$ cat src/include/rx_fifo_level_config_map.vh
// constants for the fifo level and receive configuration register bank
// assumes a 32-bit axi4-lite slave decoding byte addresses within one word
//
// How it works
// - probe register is read-only and always returns 0x8765_4321.
// - bits 31:24 hold tx data space threshold in 64-byte blocks, reset 0x48.
// - bits 23:16 hold tx status threshold in words, reset zero.
// - bits 7:0 hold rx status threshold in words, reset zero.
// - end alignment bits 31:30: 00 four, 01 sixteen, 10 thirty-two bytes.
// - last buffer transfer is padded with words up to the chosen alignment.
// - twelve-bit dma word count raises an interrupt once that many words are read.
// - count drops by one per word read; a host write replaces it.
// - writing one to bit 15 flushes both rx fifos, then bit clears itself.
// - offset bits 12:8 reset zero, 0 to 31 bytes, shift packet start.
// - upper three offset bits may change live, applied from next word read.
// - tx space, tx status and rx status levels set status bits 9, 7, 3.
// - exhausted dma count sets status bit 20.
`ifndef RX_FIFO_LEVEL_CONFIG_MAP_VH
`define RX_FIFO_LEVEL_CONFIG_MAP_VH

// register byte offsets
`define OFF_IRQ_STATUS 8'h58
`define OFF_IRQ_MASK 8'h5c
`define OFF_BYTE_ORDER_PROBE 8'h64
`define OFF_FIFO_LEVEL_THRESHOLDS 8'h68
`define OFF_RECEIVE_CONFIG 8'h6c

// reset values
`define RST_BYTE_ORDER_PROBE 32'h8765_4321
`define RST_TX_SPACE_LEVEL 8'h48
`define RST_TX_STATUS_LEVEL 8'h00
`define RST_RX_STATUS_LEVEL 8'h00
`define RST_END_ALIGN 2'h0
`define RST_WORD_COUNT 12'h000
`define RST_OFFSET 5'h00

// field positions
`define POS_TX_SPACE_LEVEL 24
`define POS_TX_STATUS_LEVEL 16
`define POS_RX_STATUS_LEVEL 0
`define POS_END_ALIGN 30
`define POS_WORD_COUNT 16
`define POS_DISCARD 15
`define POS_OFFSET 8

// interrupt status bit positions
`define IRQ_RX_DMA 20
`define IRQ_TX_SPACE 9
`define IRQ_TX_STATUS 7
`define IRQ_RX_STATUS 3
`define IRQ_IMPLEMENTED 32'h0010_0288

// end alignment encodings
`define ALIGN_4 2'h0
`define ALIGN_16 2'h1
`define ALIGN_32 2'h2

// axi responses
`define RESP_OKAY 2'h0
`define RESP_SLVERR 2'h2

`endif

$ cat src/rtl/rx_fifo_level_config.v
// fifo level thresholds, receive configuration and their interrupts
// assumes fifo occupancy and word-read strobes come from logic on aclk
//
// The AXI4-Lite slave port was left to the implementer.
`timescale 1ns/1ps
`default_nettype none
`include "rx_fifo_level_config_map.vh"

module rx_fifo_level_config (
  input wire aclk,
  input wire aresetn,
  input wire [7:0] s_axi_awaddr,
  input wire s_axi_awvalid,
  output reg s_axi_awready,
  input wire [31:0] s_axi_wdata,
  input wire [3:0] s_axi_wstrb,
  input wire s_axi_wvalid,
  output reg s_axi_wready,
  output reg [1:0] s_axi_bresp,
  output reg s_axi_bvalid,
  input wire s_axi_bready,
  input wire [7:0] s_axi_araddr,
  input wire s_axi_arvalid,
  output reg s_axi_arready,
  output reg [31:0] s_axi_rdata,
  output reg [1:0] s_axi_rresp,
  output reg s_axi_rvalid,
  input wire s_axi_rready,
  input wire [13:0] tx_data_free_bytes,
  input wire [8:0] tx_status_used_words,
  input wire [8:0] rx_status_used_words,
  input wire rx_data_word_read,
  input wire rx_last_word_read,
  output reg rx_end_align_4,
  output reg [1:0] rx_end_align,
  output reg [4:0] rx_start_byte_offset,
  output reg rx_pad_active,
  output reg rx_discard,
  output reg irq
);

  // configuration state
  reg [7:0] tx_space_level;
  reg [7:0] tx_status_level;
  reg [7:0] rx_status_level;
  reg [11:0] rx_transfer_word_count;
  reg [4:0] offset_cfg;
  reg [31:0] irq_status;
  reg [31:0] irq_mask;
  reg [2:0] word_pos;
  reg [2:0] pad_left;

  // write channel state
  reg aw_held;
  reg w_held;
  reg [7:0] wr_addr;
  reg [31:0] wr_data;
  reg [3:0] wr_strb;
  reg next_aw_held;
  reg next_w_held;
  reg next_bvalid;
  wire aw_take;
  wire w_take;
  wire do_write;
  wire [31:0] byte_mask;
  wire wr_fifo_level;
  wire wr_rx_cfg;
  wire wr_status;
  wire wr_mask;
  wire wr_hit;
  wire wr_count_load;
  wire [7:0] wr_word;

  // read side
  reg [31:0] read_mux;
  reg read_hit;
  wire ar_take;
  wire [7:0] rd_word;

  // event terms
  wire tx_space_cond;
  wire tx_status_cond;
  wire rx_status_cond;
  wire dma_done;
  wire [31:0] irq_set;
  wire [31:0] next_irq_status;
  wire [2:0] pos_after;
  reg [2:0] align_mask;
  wire [2:0] pad_needed;
  wire in_padding;
  wire [31:0] rx_cfg_view;
  wire [31:0] fifo_level_view;

  assign aw_take = s_axi_awvalid & s_axi_awready;
  assign w_take = s_axi_wvalid & s_axi_wready;
  assign ar_take = s_axi_arvalid & s_axi_arready;
  // write commits only once both halves are in and the last answer is gone
  assign do_write = aw_held & w_held & ~s_axi_bvalid;
  assign byte_mask = {{8{wr_strb[3]}}, {8{wr_strb[2]}}, {8{wr_strb[1]}}, {8{wr_strb[0]}}};
  // byte lanes dropped from the address, so decode compares full offsets
  assign wr_word = {wr_addr[7:2], 2'b00};
  assign rd_word = {s_axi_araddr[7:2], 2'b00};
  assign wr_fifo_level = do_write & (wr_word == `OFF_FIFO_LEVEL_THRESHOLDS);
  assign wr_rx_cfg = do_write & (wr_word == `OFF_RECEIVE_CONFIG);
  assign wr_status = do_write & (wr_word == `OFF_IRQ_STATUS);
  assign wr_mask = do_write & (wr_word == `OFF_IRQ_MASK);
  // probe accepts writes silently; only the write answer differs for unmapped
  assign wr_hit = (wr_word == `OFF_FIFO_LEVEL_THRESHOLDS) |
                  (wr_word == `OFF_RECEIVE_CONFIG) |
                  (wr_word == `OFF_IRQ_STATUS) |
                  (wr_word == `OFF_IRQ_MASK) |
                  (wr_word == `OFF_BYTE_ORDER_PROBE);
  // only the count lanes reload the counter; other lanes leave it running
  assign wr_count_load = wr_rx_cfg & (wr_strb[3] | wr_strb[2]);

  // next values of the write handshake
  always @* begin
    next_aw_held = aw_held;
    next_w_held = w_held;
    next_bvalid = s_axi_bvalid;
    if (aw_take) begin
      next_aw_held = 1'b1;
    end
    if (w_take) begin
      next_w_held = 1'b1;
    end
    if (do_write) begin
      next_aw_held = 1'b0;
      next_w_held = 1'b0;
      next_bvalid = 1'b1;
    end else if (s_axi_bvalid & s_axi_bready) begin
      next_bvalid = 1'b0;
    end
  end

  // write address and data capture, either order
  always @(posedge aclk) begin
    if (!aresetn) begin
      aw_held <= 1'b0;
      w_held <= 1'b0;
      wr_addr <= 8'h00;
      wr_data <= 32'h0000_0000;
      wr_strb <= 4'h0;
      s_axi_awready <= 1'b0;
      s_axi_wready <= 1'b0;
      s_axi_bvalid <= 1'b0;
      s_axi_bresp <= `RESP_OKAY;
    end else begin
      aw_held <= next_aw_held;
      w_held <= next_w_held;
      s_axi_bvalid <= next_bvalid;
      // ready drops while a half is parked, so one write at a time
      s_axi_awready <= ~next_aw_held & ~next_bvalid;
      s_axi_wready <= ~next_w_held & ~next_bvalid;
      if (aw_take) begin
        wr_addr <= s_axi_awaddr;
      end
      if (w_take) begin
        wr_data <= s_axi_wdata;
        wr_strb <= s_axi_wstrb;
      end
      if (do_write) begin
        s_axi_bresp <= wr_hit ? `RESP_OKAY : `RESP_SLVERR;
      end
    end
  end

  // level comparisons, rerun every cycle
  assign tx_space_cond = tx_data_free_bytes[13:6] > tx_space_level;
  assign tx_status_cond = tx_status_used_words > {1'b0, tx_status_level};
  assign rx_status_cond = rx_status_used_words > {1'b0, rx_status_level};
  // count reaching zero by a read, not by a host write of zero
  // a reload in the same cycle wins, so the old count cannot fire late
  assign dma_done = rx_data_word_read & (rx_transfer_word_count == 12'h001) & ~wr_count_load;

  assign irq_set = ({31'h0000_0000, tx_space_cond} << `IRQ_TX_SPACE) |
                   ({31'h0000_0000, tx_status_cond} << `IRQ_TX_STATUS) |
                   ({31'h0000_0000, rx_status_cond} << `IRQ_RX_STATUS) |
                   ({31'h0000_0000, dma_done} << `IRQ_RX_DMA);
  // set wins over a write-one clear in the same cycle
  assign next_irq_status = ((irq_status & ~(wr_status ? (wr_data & byte_mask) : 32'h0000_0000))
                           | irq_set) & `IRQ_IMPLEMENTED;

  // interrupt status, mask and output
  always @(posedge aclk) begin
    if (!aresetn) begin
      irq_status <= 32'h0000_0000;
      irq_mask <= 32'h0000_0000;
      irq <= 1'b0;
    end else begin
      irq_status <= next_irq_status;
      if (wr_mask) begin
        irq_mask <= ((irq_mask & ~byte_mask) | (wr_data & byte_mask)) & `IRQ_IMPLEMENTED;
      end
      // follows the status it is about to hold, not the stale one
      irq <= |(next_irq_status & (wr_mask ?
             (((irq_mask & ~byte_mask) | (wr_data & byte_mask)) & `IRQ_IMPLEMENTED) : irq_mask));
    end
  end

  // threshold register; reserved bits 15:8 are never stored
  always @(posedge aclk) begin
    if (!aresetn) begin
      tx_space_level <= `RST_TX_SPACE_LEVEL;
      tx_status_level <= `RST_TX_STATUS_LEVEL;
      rx_status_level <= `RST_RX_STATUS_LEVEL;
    end else if (wr_fifo_level) begin
      if (wr_strb[3]) begin
        tx_space_level <= wr_data[`POS_TX_SPACE_LEVEL +: 8];
      end
      if (wr_strb[2]) begin
        tx_status_level <= wr_data[`POS_TX_STATUS_LEVEL +: 8];
      end
      if (wr_strb[0]) begin
        rx_status_level <= wr_data[`POS_RX_STATUS_LEVEL +: 8];
      end
    end
  end

  // receive configuration and the self-clearing discard
  always @(posedge aclk) begin
    if (!aresetn) begin
      rx_end_align <= `RST_END_ALIGN;
      rx_transfer_word_count <= `RST_WORD_COUNT;
      offset_cfg <= `RST_OFFSET;
      rx_discard <= 1'b0;
    end else begin
      rx_discard <= wr_rx_cfg & wr_strb[1] & wr_data[`POS_DISCARD];
      if (wr_rx_cfg & wr_strb[3]) begin
        rx_end_align <= wr_data[`POS_END_ALIGN +: 2];
      end
      // a host write replaces the running count, even mid-transfer
      if (wr_count_load) begin
        rx_transfer_word_count <= {wr_strb[3] ? wr_data[27:24] : rx_transfer_word_count[11:8],
                                   wr_strb[2] ? wr_data[23:16] : rx_transfer_word_count[7:0]};
      end else if (rx_data_word_read && rx_transfer_word_count != 12'h000) begin
        rx_transfer_word_count <= rx_transfer_word_count - 12'h001;
      end
      if (wr_rx_cfg & wr_strb[1]) begin
        offset_cfg <= wr_data[`POS_OFFSET +: 5];
      end
    end
  end

  // offset seen by the receive path
  always @(posedge aclk) begin
    if (!aresetn) begin
      rx_start_byte_offset <= `RST_OFFSET;
    end else begin
      // low bits assumed static while running, so they follow directly
      rx_start_byte_offset[1:0] <= offset_cfg[1:0];
      if (rx_data_word_read || rx_discard) begin
        rx_start_byte_offset[4:2] <= offset_cfg[4:2];
      end
    end
  end

  // alignment as a word mask; reserved code falls back to four bytes
  always @* begin
    case (rx_end_align)
      `ALIGN_4: align_mask = 3'h0;
      `ALIGN_16: align_mask = 3'h3;
      `ALIGN_32: align_mask = 3'h7;
      default: align_mask = 3'h0;
    endcase
  end

  assign in_padding = pad_left != 3'h0;
  assign pos_after = word_pos + 3'h1;
  // words still missing to the next boundary after this last word
  assign pad_needed = (~pos_after + 3'h1) & align_mask;

  // word position within the buffer and padding countdown
  always @(posedge aclk) begin
    if (!aresetn) begin
      word_pos <= 3'h0;
      pad_left <= 3'h0;
      rx_pad_active <= 1'b0;
      rx_end_align_4 <= 1'b1;
    end else begin
      // one cycle behind the field, like the low bits of rx_start_byte_offset
      rx_end_align_4 <= (align_mask == 3'h0);
      if (rx_discard) begin
        word_pos <= 3'h0;
        pad_left <= 3'h0;
        rx_pad_active <= 1'b0;
      end else if (rx_data_word_read) begin
        if (in_padding) begin
          pad_left <= pad_left - 3'h1;
          rx_pad_active <= (pad_left != 3'h1);
        end else if (rx_last_word_read) begin
          // alignment sampled here; host must not move it mid-packet
          pad_left <= pad_needed;
          rx_pad_active <= (pad_needed != 3'h0);
          word_pos <= 3'h0;
        end else begin
          word_pos <= pos_after;
        end
      end
    end
  end

  // read views with reserved bits as zero
  assign fifo_level_view = {tx_space_level, tx_status_level, 8'h00, rx_status_level};
  assign rx_cfg_view = {rx_end_align, 2'h0, rx_transfer_word_count, 1'b0, 2'h0, offset_cfg,
                        8'h00};

  // read decode
  always @* begin
    read_mux = 32'h0000_0000;
    read_hit = 1'b1;
    case (rd_word)
      `OFF_BYTE_ORDER_PROBE: read_mux = `RST_BYTE_ORDER_PROBE;
      `OFF_FIFO_LEVEL_THRESHOLDS: read_mux = fifo_level_view;
      `OFF_RECEIVE_CONFIG: read_mux = rx_cfg_view;
      `OFF_IRQ_STATUS: read_mux = irq_status;
      `OFF_IRQ_MASK: read_mux = irq_mask;
      default: read_hit = 1'b0;
    endcase
  end

  // read channel: one outstanding read, answer one cycle after the take
  always @(posedge aclk) begin
    if (!aresetn) begin
      s_axi_arready <= 1'b0;
      s_axi_rvalid <= 1'b0;
      s_axi_rdata <= 32'h0000_0000;
      s_axi_rresp <= `RESP_OKAY;
    end else if (ar_take) begin
      s_axi_arready <= 1'b0;
      s_axi_rvalid <= 1'b1;
      s_axi_rdata <= read_mux;
      s_axi_rresp <= read_hit ? `RESP_OKAY : `RESP_SLVERR;
    end else if (s_axi_rvalid) begin
      if (s_axi_rready) begin
        s_axi_rvalid <= 1'b0;
        s_axi_arready <= 1'b1;
      end
    end else begin
      s_axi_arready <= 1'b1;
    end
  end

endmodule

`default_nettype wire

$ cat config.mk
export PLATFORM = sky130hd
export DESIGN_NAME = rx_fifo_level_config
export DESIGN_NICKNAME = d
export VERILOG_FILES = /design/src/rtl/rx_fifo_level_config.v
export VERILOG_INCLUDE_DIRS = /design/src /design/src/include
export SDC_FILE = /design/constraint.sdc
export NUM_CORES = 1
export LEC_CHECK = 0
export BUFFER_PORTS_ARGS = -buffer_cell sky130_fd_sc_hd__buf_4
export CAP_MARGIN = 10
export CORE_ASPECT_RATIO = 0.9
export CORE_MARGIN = 2
export CORE_UTILIZATION = 50
export DETAILED_ROUTE_END_ITERATION = 8
export GPL_TIMING_DRIVEN = 0
export PLACE_DENSITY = 0.85
export SYNTH_ARGS = -nofsm -noshare
export SYNTH_HDL_FRONTEND = slang
export SYNTH_SLANG_ARGS = --single-unit
export TNS_END_PERCENT = 5
$ cat constraint.sdc
create_clock -name aclk -period 4.1 [get_ports aclk]
set_input_delay 1.025 -clock aclk [delete_from_list [all_inputs] [get_ports aclk]]
set_output_delay 1.025 -clock aclk [all_outputs]
set_load 0.05 [all_outputs]
==> results of run 1 <==
[per-layer routing]
metal | global-route usage, % | vias up | part of all wire (%)
li1 | - | 3131 | -
met1 | 35.25 | 3035 | 41
met2 | 45.59 | 379 | 46
met3 | 7.786 | 58 | 11
met4 | 11.65 | 0 | 2.9
met5 | 0 | - | 0
[power by group through the flow]
stage | sequential [uW] | combinational [uW] | clock [uW]
after detailed placement | 1620 | 794 | 0
after global placement | 1610 | 776 | 0
final | 1590 | 822 | 1650
after global routing | 1600 | 899 | 1710
after floorplan | 1610 | 573 | 0
after CTS | 1590 | 804 | 1650
[layout by cell type, fill, tap and decap left out, types with 6 or more instances in the layout]
master and instances:
a21oi_1 107, a221oi_1 8, a222oi_1 6, a22oi_1 11
and2_1 8, and3_1 6, buf_2 6, buf_4 129
clkbuf_1 30, clkbuf_16 17, dfxtp_1 145, ha_1 33
inv_1 42, mux2i_1 11, nand2_1 177, nand2b_1 11
nand3_1 18, nor2_1 58, nor3_1 11, nor4_1 8
o21ai_0 25
[logic make-up (layout without fill, tap and decap cells)]
kind of cell | count (synthesis) | in the layout | synth area share [%]
adders and majority gates | 33 | 33 | 6.183
and+or+nand+nor | 326 | 326 | 22.47
muxes | 11 | 11 | 1.649
AOI/OAI and AO/OA | 211 | 211 | 19.96
xor gates and xnor gates | 3 | 3 | 0.5996
DFF | 145 | 145 | 43.47
other | 1 | 4 | 0.05616
buffers and inverters | 89 | 245 | 5.621
[sequential cells by signal, summed over array words and instances, names as in the netlist, 6 cells and up]
name                    flops
tx_status_level             8
wr_data                    30
rx_status_level             8
rx_transfer_word_count     12
wr_addr                     6
s_axi_rdata                30
tx_space_level              8
[per-stage QoR]
step	std cells	hold WS, ns	cell area [um^2]
after floorplan	822	0.4099	6689
after global placement	1114	0.4382	7830
after detailed placement	1114	0.4470	7830
after CTS	1146	0.4602	8458
after global routing	1146	0.4822	8458
final	1146	0.4581	8458
[critical path, cell delays in order]
cell	delay, ns
clkbuf_1	0.22
nand3b_1	0.27
nor3_2	0.78
clkbuf_1	0.62
a221oi_1	0.17
nor2_1	0.17
[cell type report]
class	count	share of cell area, %
clock inverters	13	2.189
inverters	43	1.908
plain buffers	46	2.530
well taps	168	2.485
flip-flops and latches	145	34.32
repair buffers	124	11.01
multi-input cells	588	40.33
clock buffers	19	5.237
[worst min-delay path by stage]
stage / start / endpoint / slack [ns] / depth (start not counted)
floorplan: wr_data[15] / rx_discard / 0.41 / 2
global placement: s_axi_rdata[24] / s_axi_rdata[24] / 0.44 / 1
detailed placement: s_axi_rdata[24] / s_axi_rdata[24] / 0.45 / 1
CTS: s_axi_rdata[24] / s_axi_rdata[24] / 0.46 / 1
global route: s_axi_rdata[24] / s_axi_rdata[24] / 0.48 / 1
finish: s_axi_rdata[24] / s_axi_rdata[24] / 0.46 / 1
==> metrics.md, run 1 <==
| Metric | Value |
|---|---|
| Status | `completed` |
| Filler Cell Count | `1099` |
| Reg2Reg Depth | `6` |
| Post_cts resized | `0` |
| Crit path required time | `4.45 ns` |
| Detail Route Antenna Nets | `0` |
| NetSw | `1199 uW` |
| Antenna diodes | `0` |
| Synth top area share | `43.47%` |
| Register area | `0.002903 mm^2` |
| Setup WS pre-CTS | `0.9332 ns` |
| Core area | `0.01321 mm^2` |
| Slew Limit Fails | `0` |
| Share of cells above drive strength 1 | `19.02%` |
| Total CTS buffers | `17` |
| Die area | `0.01430 mm^2` |
| Vias in the first global route | `6443` |
| Critical path class | `in2reg` |
| Cells after synthesis | `819` |
| Synth warn | `0` |
| Die Wd | `125.8 um` |
| Die H | `113.6 um` |
| Slew at the pin with the worst max-slew slack | `1.178 ns` |
| Final hold violation count | `0` |
| Worst-skew pair later-pin latency | `0.42 ns` |
| Core Rows | `40` |
| Area of the multi-input gates | `0.003411 mm^2` |
| Critical path arrival | `3.27 ns` |
| Clock slew at reported path FFs | `0.06 ns` |
| Sequential area share after synthesis | `43.47%` |
| Dominant cell type by area after synthesis | `dfxtp_1` |
| CTS tree | `done` |
| Launch point of the worst reg-to-reg path | `s_axi_bvalid` |
| Mapped Area | `0.006678 mm^2` |
| CP Launch Type | `input pin` |
| Iteration-0 DRC Markers | `840` |
| Asr flop ratio synth | `0%` |
| Post-Route WL | `19880 um` |
| Clk network pwr share | `40.6%` |
| Fmax | `0.3431 GHz` |
| MaxCap Viol Count | `0` |
| Hold_buf cts | `0` |
| WL/cell | `17.34 um` |
| Clk root buf | `clkbuf_16` |
| Post-synth top flop | `dfxtp_1` |
| VDD IR max | `336.4 uV` |
| Sw frac | `29.51%` |
| Synth Area per Inst | `8.153 um^2` |
| Final Skew | `0.007937 ns` |
| Synth unique cells | `73` |
| Commonest cells post-synth | `nand2_1 (177), dfxtp_1 (145), a21oi_1 (107)` |
| CP Max Fanout | `10` |
| Pwr Total | `4063 uW` |
| Total setup buffers inserted after CTS | `0` |
| Cell Pwr Density | `480.4 mW/mm^2` |
| Reg-to-reg slack, setup | `1.66 ns` |
| Post-layout util | `64.02%` |
| Final worst path period share | `71.09%` |
| Unrepaired setup endpoints after global routing | `false` |
| R2r endpoint | `irq` |
| Slew Limit Headroom | `20.75%` |
| Top post-synthesis cells by area | `dfxtp_1 (43%), nand2_1 (9.9%), a21oi_1 (8.0%)` |
| Gr usage total | `27.98%` |
| Synth-to-layout area growth | `26.66%` |
| Setup tns final | `0 ns` |
| Cell-internal power | `2864 uW` |
| CP endpoint kind | `register` |
| Most frequent cell after synthesis | `nand2_1` |
| First-pass GRT wire length | `31760 um` |
| Io pins | `145` |
| Htree depth | `4` |
| Final HPWL DP | `14130 um` |
| Final setup margin | `1.185 ns` |
| Routed via count | `6603` |
| Worst setup path end | `s_axi_rdata[26]` |
| DR vias/cell | `5.762` |
| # clock sinks | `145` |
| Min Clock Period, post-route | `2.915 ns` |
| Hold Path Class | `reg2reg` |
| Port bufs | `124` |
| GRT overflow | `0` |
| Post-synth EDFFs | `0` |
| Antenna violations before repair | `0` |
| Layout Nets | `1091` |
| DRC viols | `0` |
| Initial Utilization | `50.54%` |
| Clock buffer depth | `2` |
| Crit path from | `s_axi_araddr[2]` |
| 1st-pass router iterations | `6` |
| Setup violations, final | `0` |
| Reg power frac | `39.2%` |
| Leak | `0.003467 uW` |
| Logic gate share of total power | `20.2%` |
| #FFs+latches synth | `145` |
| Placer Congestion | `0.9593` |
| Largest net degree at the start of global routing | `17` |
Note: power is estimated with default switching activity, not from simulation.
==> run 2: changes to the inputs <==
ABC_AREA = 1   (was unset)
clock period = 3 ns   (was 4.1 ns; I/O delays follow)
==> metrics.md, run 2 <==
| Metric | Value |
|---|---|
| Io pins | `145` |
| Routed via count | `7104` |
| Status | `completed` |
| Port bufs | `127` |
| Layout Nets | `1233` |
| Commonest non-fill, non-tap cell in the layout | `nand2_1` |
| CP top delay family | `simple AND/OR/NAND/NOR gates` |
| CTS tree | `done` |
| CP Launch Type | `input pin` |
| GRT overflow | `0` |
| Mapped Area | `0.006818 mm^2` |
| Final hold violation count | `0` |
| Setup WS pre-CTS | `0.4746 ns` |
| Final worst path period share | `74.48%` |
| Most frequent cell after synthesis | `nand2_1` |
| Cells along the critical path | `buf_4, nor2_2, nand3_1, inv_1, nand2_1, nor2_1, buf_4, nand2_1, a31oi_1` |
| Setup violations, final | `0` |
| Synth warn | `0` |
| Critical path arrival | `2.58 ns` |
| Hold Path Class | `reg2reg` |
| Crit path required time | `3.35 ns` |
| MaxCap Viol Count | `0` |
| Synth top area share | `42.58%` |
| Cells after synthesis | `958` |
| Dominant cell type by area after synthesis | `dfxtp_1` |
| First-pass GRT wire length | `32850 um` |
| Critical path class | `in2reg` |
| Post-synth top flop | `dfxtp_1` |
| Post-Route WL | `21310 um` |
| Leak | `0.003937 uW` |
| CP Max Fanout | `10` |
| Area of the multi-input gates | `0.003312 mm^2` |
| Min Clock Period, post-route | `2.234 ns` |
| Largest net degree at the start of global routing | `17` |
| Largest regs | `s_axi_rdata: 30 flops, wr_data: 30 flops, rx_transfer_word_count: 12 flops` |
| DR vias/cell | `5.516` |
| Gr usage total | `29.11%` |
| CP endpoint kind | `register` |
| VDD IR max | `395.8 uV` |
| Antenna violations before repair | `0` |
| Top post-synthesis cells by area | `dfxtp_1 (43%), nand2_1 (10%), o21ai_0 (7.9%)` |
| Asr flop ratio synth | `0%` |
| Clk root buf | `clkbuf_16` |
| Initial Utilization | `51.21%` |
| Die area | `0.01459 mm^2` |
| CP bufs+invs | `3` |
| Clock buffer depth | `2` |
| Die H | `114.8 um` |
| Share of cells above drive strength 1 | `16.88%` |
| WL/cell | `16.55 um` |
| Total CTS buffers | `17` |
| Hold_buf cts | `0` |
| Filler Cell Count | `1127` |
| Register area | `0.002903 mm^2` |
| Synth Area per Inst | `7.117 um^2` |
| Commonest non-fill, non-tap cells in the layout | `nand2_1 (181), dfxtp_1 (145), buf_4 (133)` |
| Cell Pwr Density | `603.1 mW/mm^2` |
| Synth-to-layout area growth | `27.25%` |
| #FFs+latches synth | `145` |
| Crit path from | `s_axi_araddr[7]` |
| Post_cts resized | `0` |
| Final setup margin | `0.7656 ns` |
| DRC viols | `0` |
| Antenna diodes | `0` |
| Worst path max stage delay | `0.46 ns` |
| Final HPWL DP | `15700 um` |
| Critical path's slowest cell | `nor2_1` |
| Slew Limit Headroom | `47.14%` |
| Clock slew at reported path FFs | `0.06 ns` |
| Placer Congestion | `0.9568` |
| Htree depth | `4` |
| Sequential area share after synthesis | `42.58%` |
| Post-synth EDFFs | `0` |
| Setup tns final | `0 ns` |
| Final Skew | `0.008740 ns` |
| Fmax | `0.4476 GHz` |
| Launch point of the worst reg-to-reg path | `s_axi_arready` |
| Core Rows | `40` |
| Total setup buffers inserted after CTS | `0` |
| Commonest cells post-synth | `nand2_1 (181), dfxtp_1 (145), nor2_1 (120)` |
| 1st-pass router iterations | `8` |
| Slew Limit Fails | `0` |
| Worst Hold Launch | `wr_data[1]` |
| Iteration-0 DRC Markers | `784` |
| Die Wd | `127.1 um` |
| Detail Route Antenna Nets | `0` |
| # clock sinks | `145` |
| Worst-skew pair later-pin latency | `0.43 ns` |
| Core area | `0.01331 mm^2` |
| Slew at the pin with the worst max-slew slack | `0.7930 ns` |
| Unrepaired setup endpoints after global routing | `false` |
| Synth unique cells | `39` |
| Vias in the first global route | `6639` |
run 2: cell types whose count changed after synthesis, moves of 7 or more:
cell      previous run  this run
a21oi_1            107        94
a221oi_1             8         0
a22oi_1             11         0
and2_1               8         0
clkbuf_1            29        22
inv_1               42       116
mux2i_1             11         0
nand2b_1            11         0
nand3_1             18        47
nor2_1              58       120
nor4_1               8         0
o21ai_0             25       108
run 2: cell families after synthesis:
family	count (synthesis)	share of synthesized area, %
buffers and inverters	155	9.011
XOR/XNOR	5	0.6423
flip-flops	145	42.58
AO/OA/AOI/OAI	232	17.80
adder cells (fa/ha/maj)	33	6.056
AND/OR/NAND/NOR	387	23.86
other	1	0.05500
run 2: per-layer routing:
| layer | vias to the layer above | wire [um] | part of all wire, % | global-route usage, % |
|---|---|---|---|---|
| met1 | 3238 | 8443 | 40 | 36.05 |
| li1 | 3415 | - | - | - |
| met4 | 0 | 597 | 2.8 | 11.14 |
| met2 | 392 | 10070 | 47 | 49.64 |
| met5 | - | 0 | 0 | 0 |
| met3 | 59 | 2198 | 10 | 6.933 |
run 2: path summary, 6_finish.rpt:
path	end	cells after the start	slack, ns
worst min-delay path	rx_status_level[1]	2	0.46
worst min register to register	rx_status_level[1]	2	0.46
worst max register to register	s_axi_rdata[30]	6	0.81
worst max-delay path	s_axi_rdata[19]	9	0.77
run 2: worst register-to-register path, delay by kind of cell, from the launching register on:
| kind | cells | cell delay, ns |
|---|---|---|
| AOI/OAI and AO/OA | 2 | 0.56 |
| DFF | 1 | 0.37 |
| and+or+nand+nor | 4 | 1.18 |
run 2: layout make-up:
| type | instances | share of cell area [%] |
|---|---|---|
| Clock inverter | 13 | 2.654 |
| Sequential cell | 145 | 33.46 |
| Clock buffer | 19 | 5.221 |
| Multi-Input combinational cell | 661 | 38.17 |
| Timing Repair Buffer | 127 | 10.99 |
| Buffer | 35 | 1.889 |
| Tap cell | 168 | 2.423 |
| Inverter | 120 | 5.192 |
run 2: power by group:
part | leakage [uW] | internal [uW] | total (uW) | switching [uW]
clock network | 0.000326 | 1610 | 2460 | 855
registers | 0.00118 | 2020 | 2080 | 68.4
logic | 0.00243 | 254 | 688 | 434
run 2: through the flow:
stage	area, um^2	util, %	hold WS (ns)	cells	total power [uW]
after floorplan	6829	-	0.4170	961	2554
after global placement	7993	60.04	0.4410	1256	2776
after detailed placement	7993	60.04	0.4469	1256	2793
after CTS	8676	65.17	0.4563	1288	5208
after global routing	8676	65.17	0.4765	1288	5409
final	8676	65.17	0.4555	1288	5233
==> run 3: changes to the inputs <==
ABC_AREA = 0   (was 1)
clock period = 2.3 ns   (was 3 ns; I/O delays follow)
==> metrics.md, run 3 (synthesized netlist as in run 1, its figures left out) <==
| Metric | Value |
|---|---|
| Status | `completed` |
| Min Clock Period, post-route | `2.292 ns` |
| Critical path's slowest cell | `nor2_1` |
| GRT overflow | `0` |
| Initial Utilization | `50.54%` |
| Sw frac | `29.57%` |
| 1st-pass router iterations | `9` |
| Register area | `0.002903 mm^2` |
| Final worst path period share | `99.66%` |
| Iteration-0 DRC Markers | `928` |
| Slew Limit Fails | `0` |
| Clk root buf | `clkbuf_16` |
| Layout Nets | `1091` |
| CP endpoint kind | `register` |
| Clock slew at reported path FFs | `0.06 ns` |
| Core area | `0.01321 mm^2` |
| Htree depth | `4` |
| Synth-to-layout area growth | `27.11%` |
| Most Crowded Layer GR | `met2` |
| Placer Congestion | `0.9593` |
| Die H | `113.6 um` |
| First-pass GRT wire length | `31950 um` |
| Critical path class | `in2reg` |
| Final Skew | `0.005147 ns` |
| Antenna diodes | `0` |
| CTS tree | `done` |
| Post-layout util | `64.24%` |
| Critical path arrival | `2.65 ns` |
| DR vias/cell | `5.795` |
| Commonest non-fill, non-tap cells in the layout | `nand2_1 (177), dfxtp_1 (145), buf_4 (129)` |
| Fmax | `0.4363 GHz` |
| Reg2Reg Depth | `6` |
| WL/cell | `17.49 um` |
| Setup violations, final | `0` |
| Total setup buffers inserted after CTS | `0` |
| Port bufs | `124` |
| Final hold violation count | `0` |
| Largest regs | `s_axi_rdata: 30 flops, wr_data: 30 flops, rx_transfer_word_count: 12 flops` |
| Final HPWL DP | `14130 um` |
| Detail Route Antenna Nets | `0` |
| Met2 Resource Use GR | `46.34%` |
| CP Launch Type | `input pin` |
| VDD IR max | `602.3 uV` |
| Cell-internal power | `5106 uW` |
| Largest net degree at the start of global routing | `17` |
| Worst path max stage delay | `0.65 ns` |
| Worst-skew pair later-pin latency | `0.42 ns` |
| Crit path required time | `2.66 ns` |
| Slew Limit Headroom | `48.84%` |
| Unrepaired setup endpoints after global routing | `true` |
| Share of cells above drive strength 1 | `19.43%` |
| Area of the multi-input gates | `0.003441 mm^2` |
| Post-Route WL | `20040 um` |
| Total CTS buffers | `17` |
| Cells along the critical path | `buf_4, nand2b_1, clkbuf_1, or3_1, clkbuf_1, nor2_1, a222oi_1, nor2_1` |
| Leak | `0.003478 uW` |
| Io pins | `145` |
| CP Max Fanout | `8` |
| Hold_buf cts | `0` |
| Met3 Usage GRT | `7.598%` |
| MaxCap Viol Count | `0` |
| NetSw | `2144 uW` |
| Reg power frac | `39.1%` |
| Met1 usage | `35.87%` |
| Die area | `0.01430 mm^2` |
| WHS Path Cells | `3` |
| Logic gate share of total power | `20.4%` |
| Hold Path Class | `in2reg` |
| Commonest non-fill, non-tap cell in the layout | `nand2_1` |
| Filler Cell Count | `1091` |
| Slew at the pin with the worst max-slew slack | `0.7674 ns` |
| Core Rows | `40` |
| Clk network pwr share | `40.5%` |
| Routed via count | `6641` |
| Antenna violations before repair | `0` |
| # clock sinks | `145` |
| Setup tns final | `0 ns` |
| Die Wd | `125.8 um` |
| Vias in the first global route | `6445` |
| Clock buffer depth | `2` |
| WHS | `0.3969 ns` |
| Gr usage total | `28.12%` |
| Cell Pwr Density | `854.1 mW/mm^2` |
| DRC viols | `0` |
## run 3: timing repair
item | in CTS | in global routing
setup endpoints to repair | 21 | 4
pin swaps | 0 | 1
gates resized for setup | 3 | 2
## run 3: worst paths after layout
kind                                      start         endpoint  slack, ns
worst max-delay path            s_axi_araddr[7]  s_axi_rdata[19]      0.008
worst min register to register  s_axi_rdata[24]  s_axi_rdata[24]       0.46
worst max register to register    s_axi_arready  s_axi_rdata[19]       0.08
worst min-delay path             s_axi_wdata[1]       wr_data[1]       0.40
## run 3: critical path: cells and delay by family
kind,cells,cell delay [ns]
and+or+nand+nor,4,1.35
AOI/OAI and AO/OA,1,0.16
buffers and inverters,3,0.57
## run 3: routing by layer
layer / up-vias / share of wire (%)
met5: - / 0
met4: 0 / 2.8
met3: 71 / 11
met2: 395 / 46
met1: 3044 / 41
li1: 3131 / -
## run 3: cell type report
type | instances | area share [%]
inverter | 43 | 1.902
clock inverter | 13 | 2.182
sequential | 145 | 34.20
timing repair buffer | 124 | 10.97
multi-input combinational | 588 | 40.54
buffer | 46 | 2.521
tap | 168 | 2.476
clock buffer | 19 | 5.218
## run 3: through the flow
stage / setup WS (ns) / instances / total power [uW] / instance area (um^2)
global route: -0.03581 / 1146 / 7512 / 8488
global placement: -0.3070 / 1114 / 4256 / 7830
CTS: 0.08757 / 1146 / 7202 / 8477
finish: 0.007848 / 1146 / 7250 / 8488
detailed placement: -0.4168 / 1114 / 4297 / 7830
floorplan: 0.2120 / 822 / 3889 / 6689
## run 3: power groups by stage
stage	registers [uW]	logic [uW]	clock network [uW]
after floorplan	2870	1020	0
after global placement	2870	1380	0
after detailed placement	2880	1420	0
after CTS	2830	1430	2940
after global routing	2850	1610	3050
final	2840	1480	2940
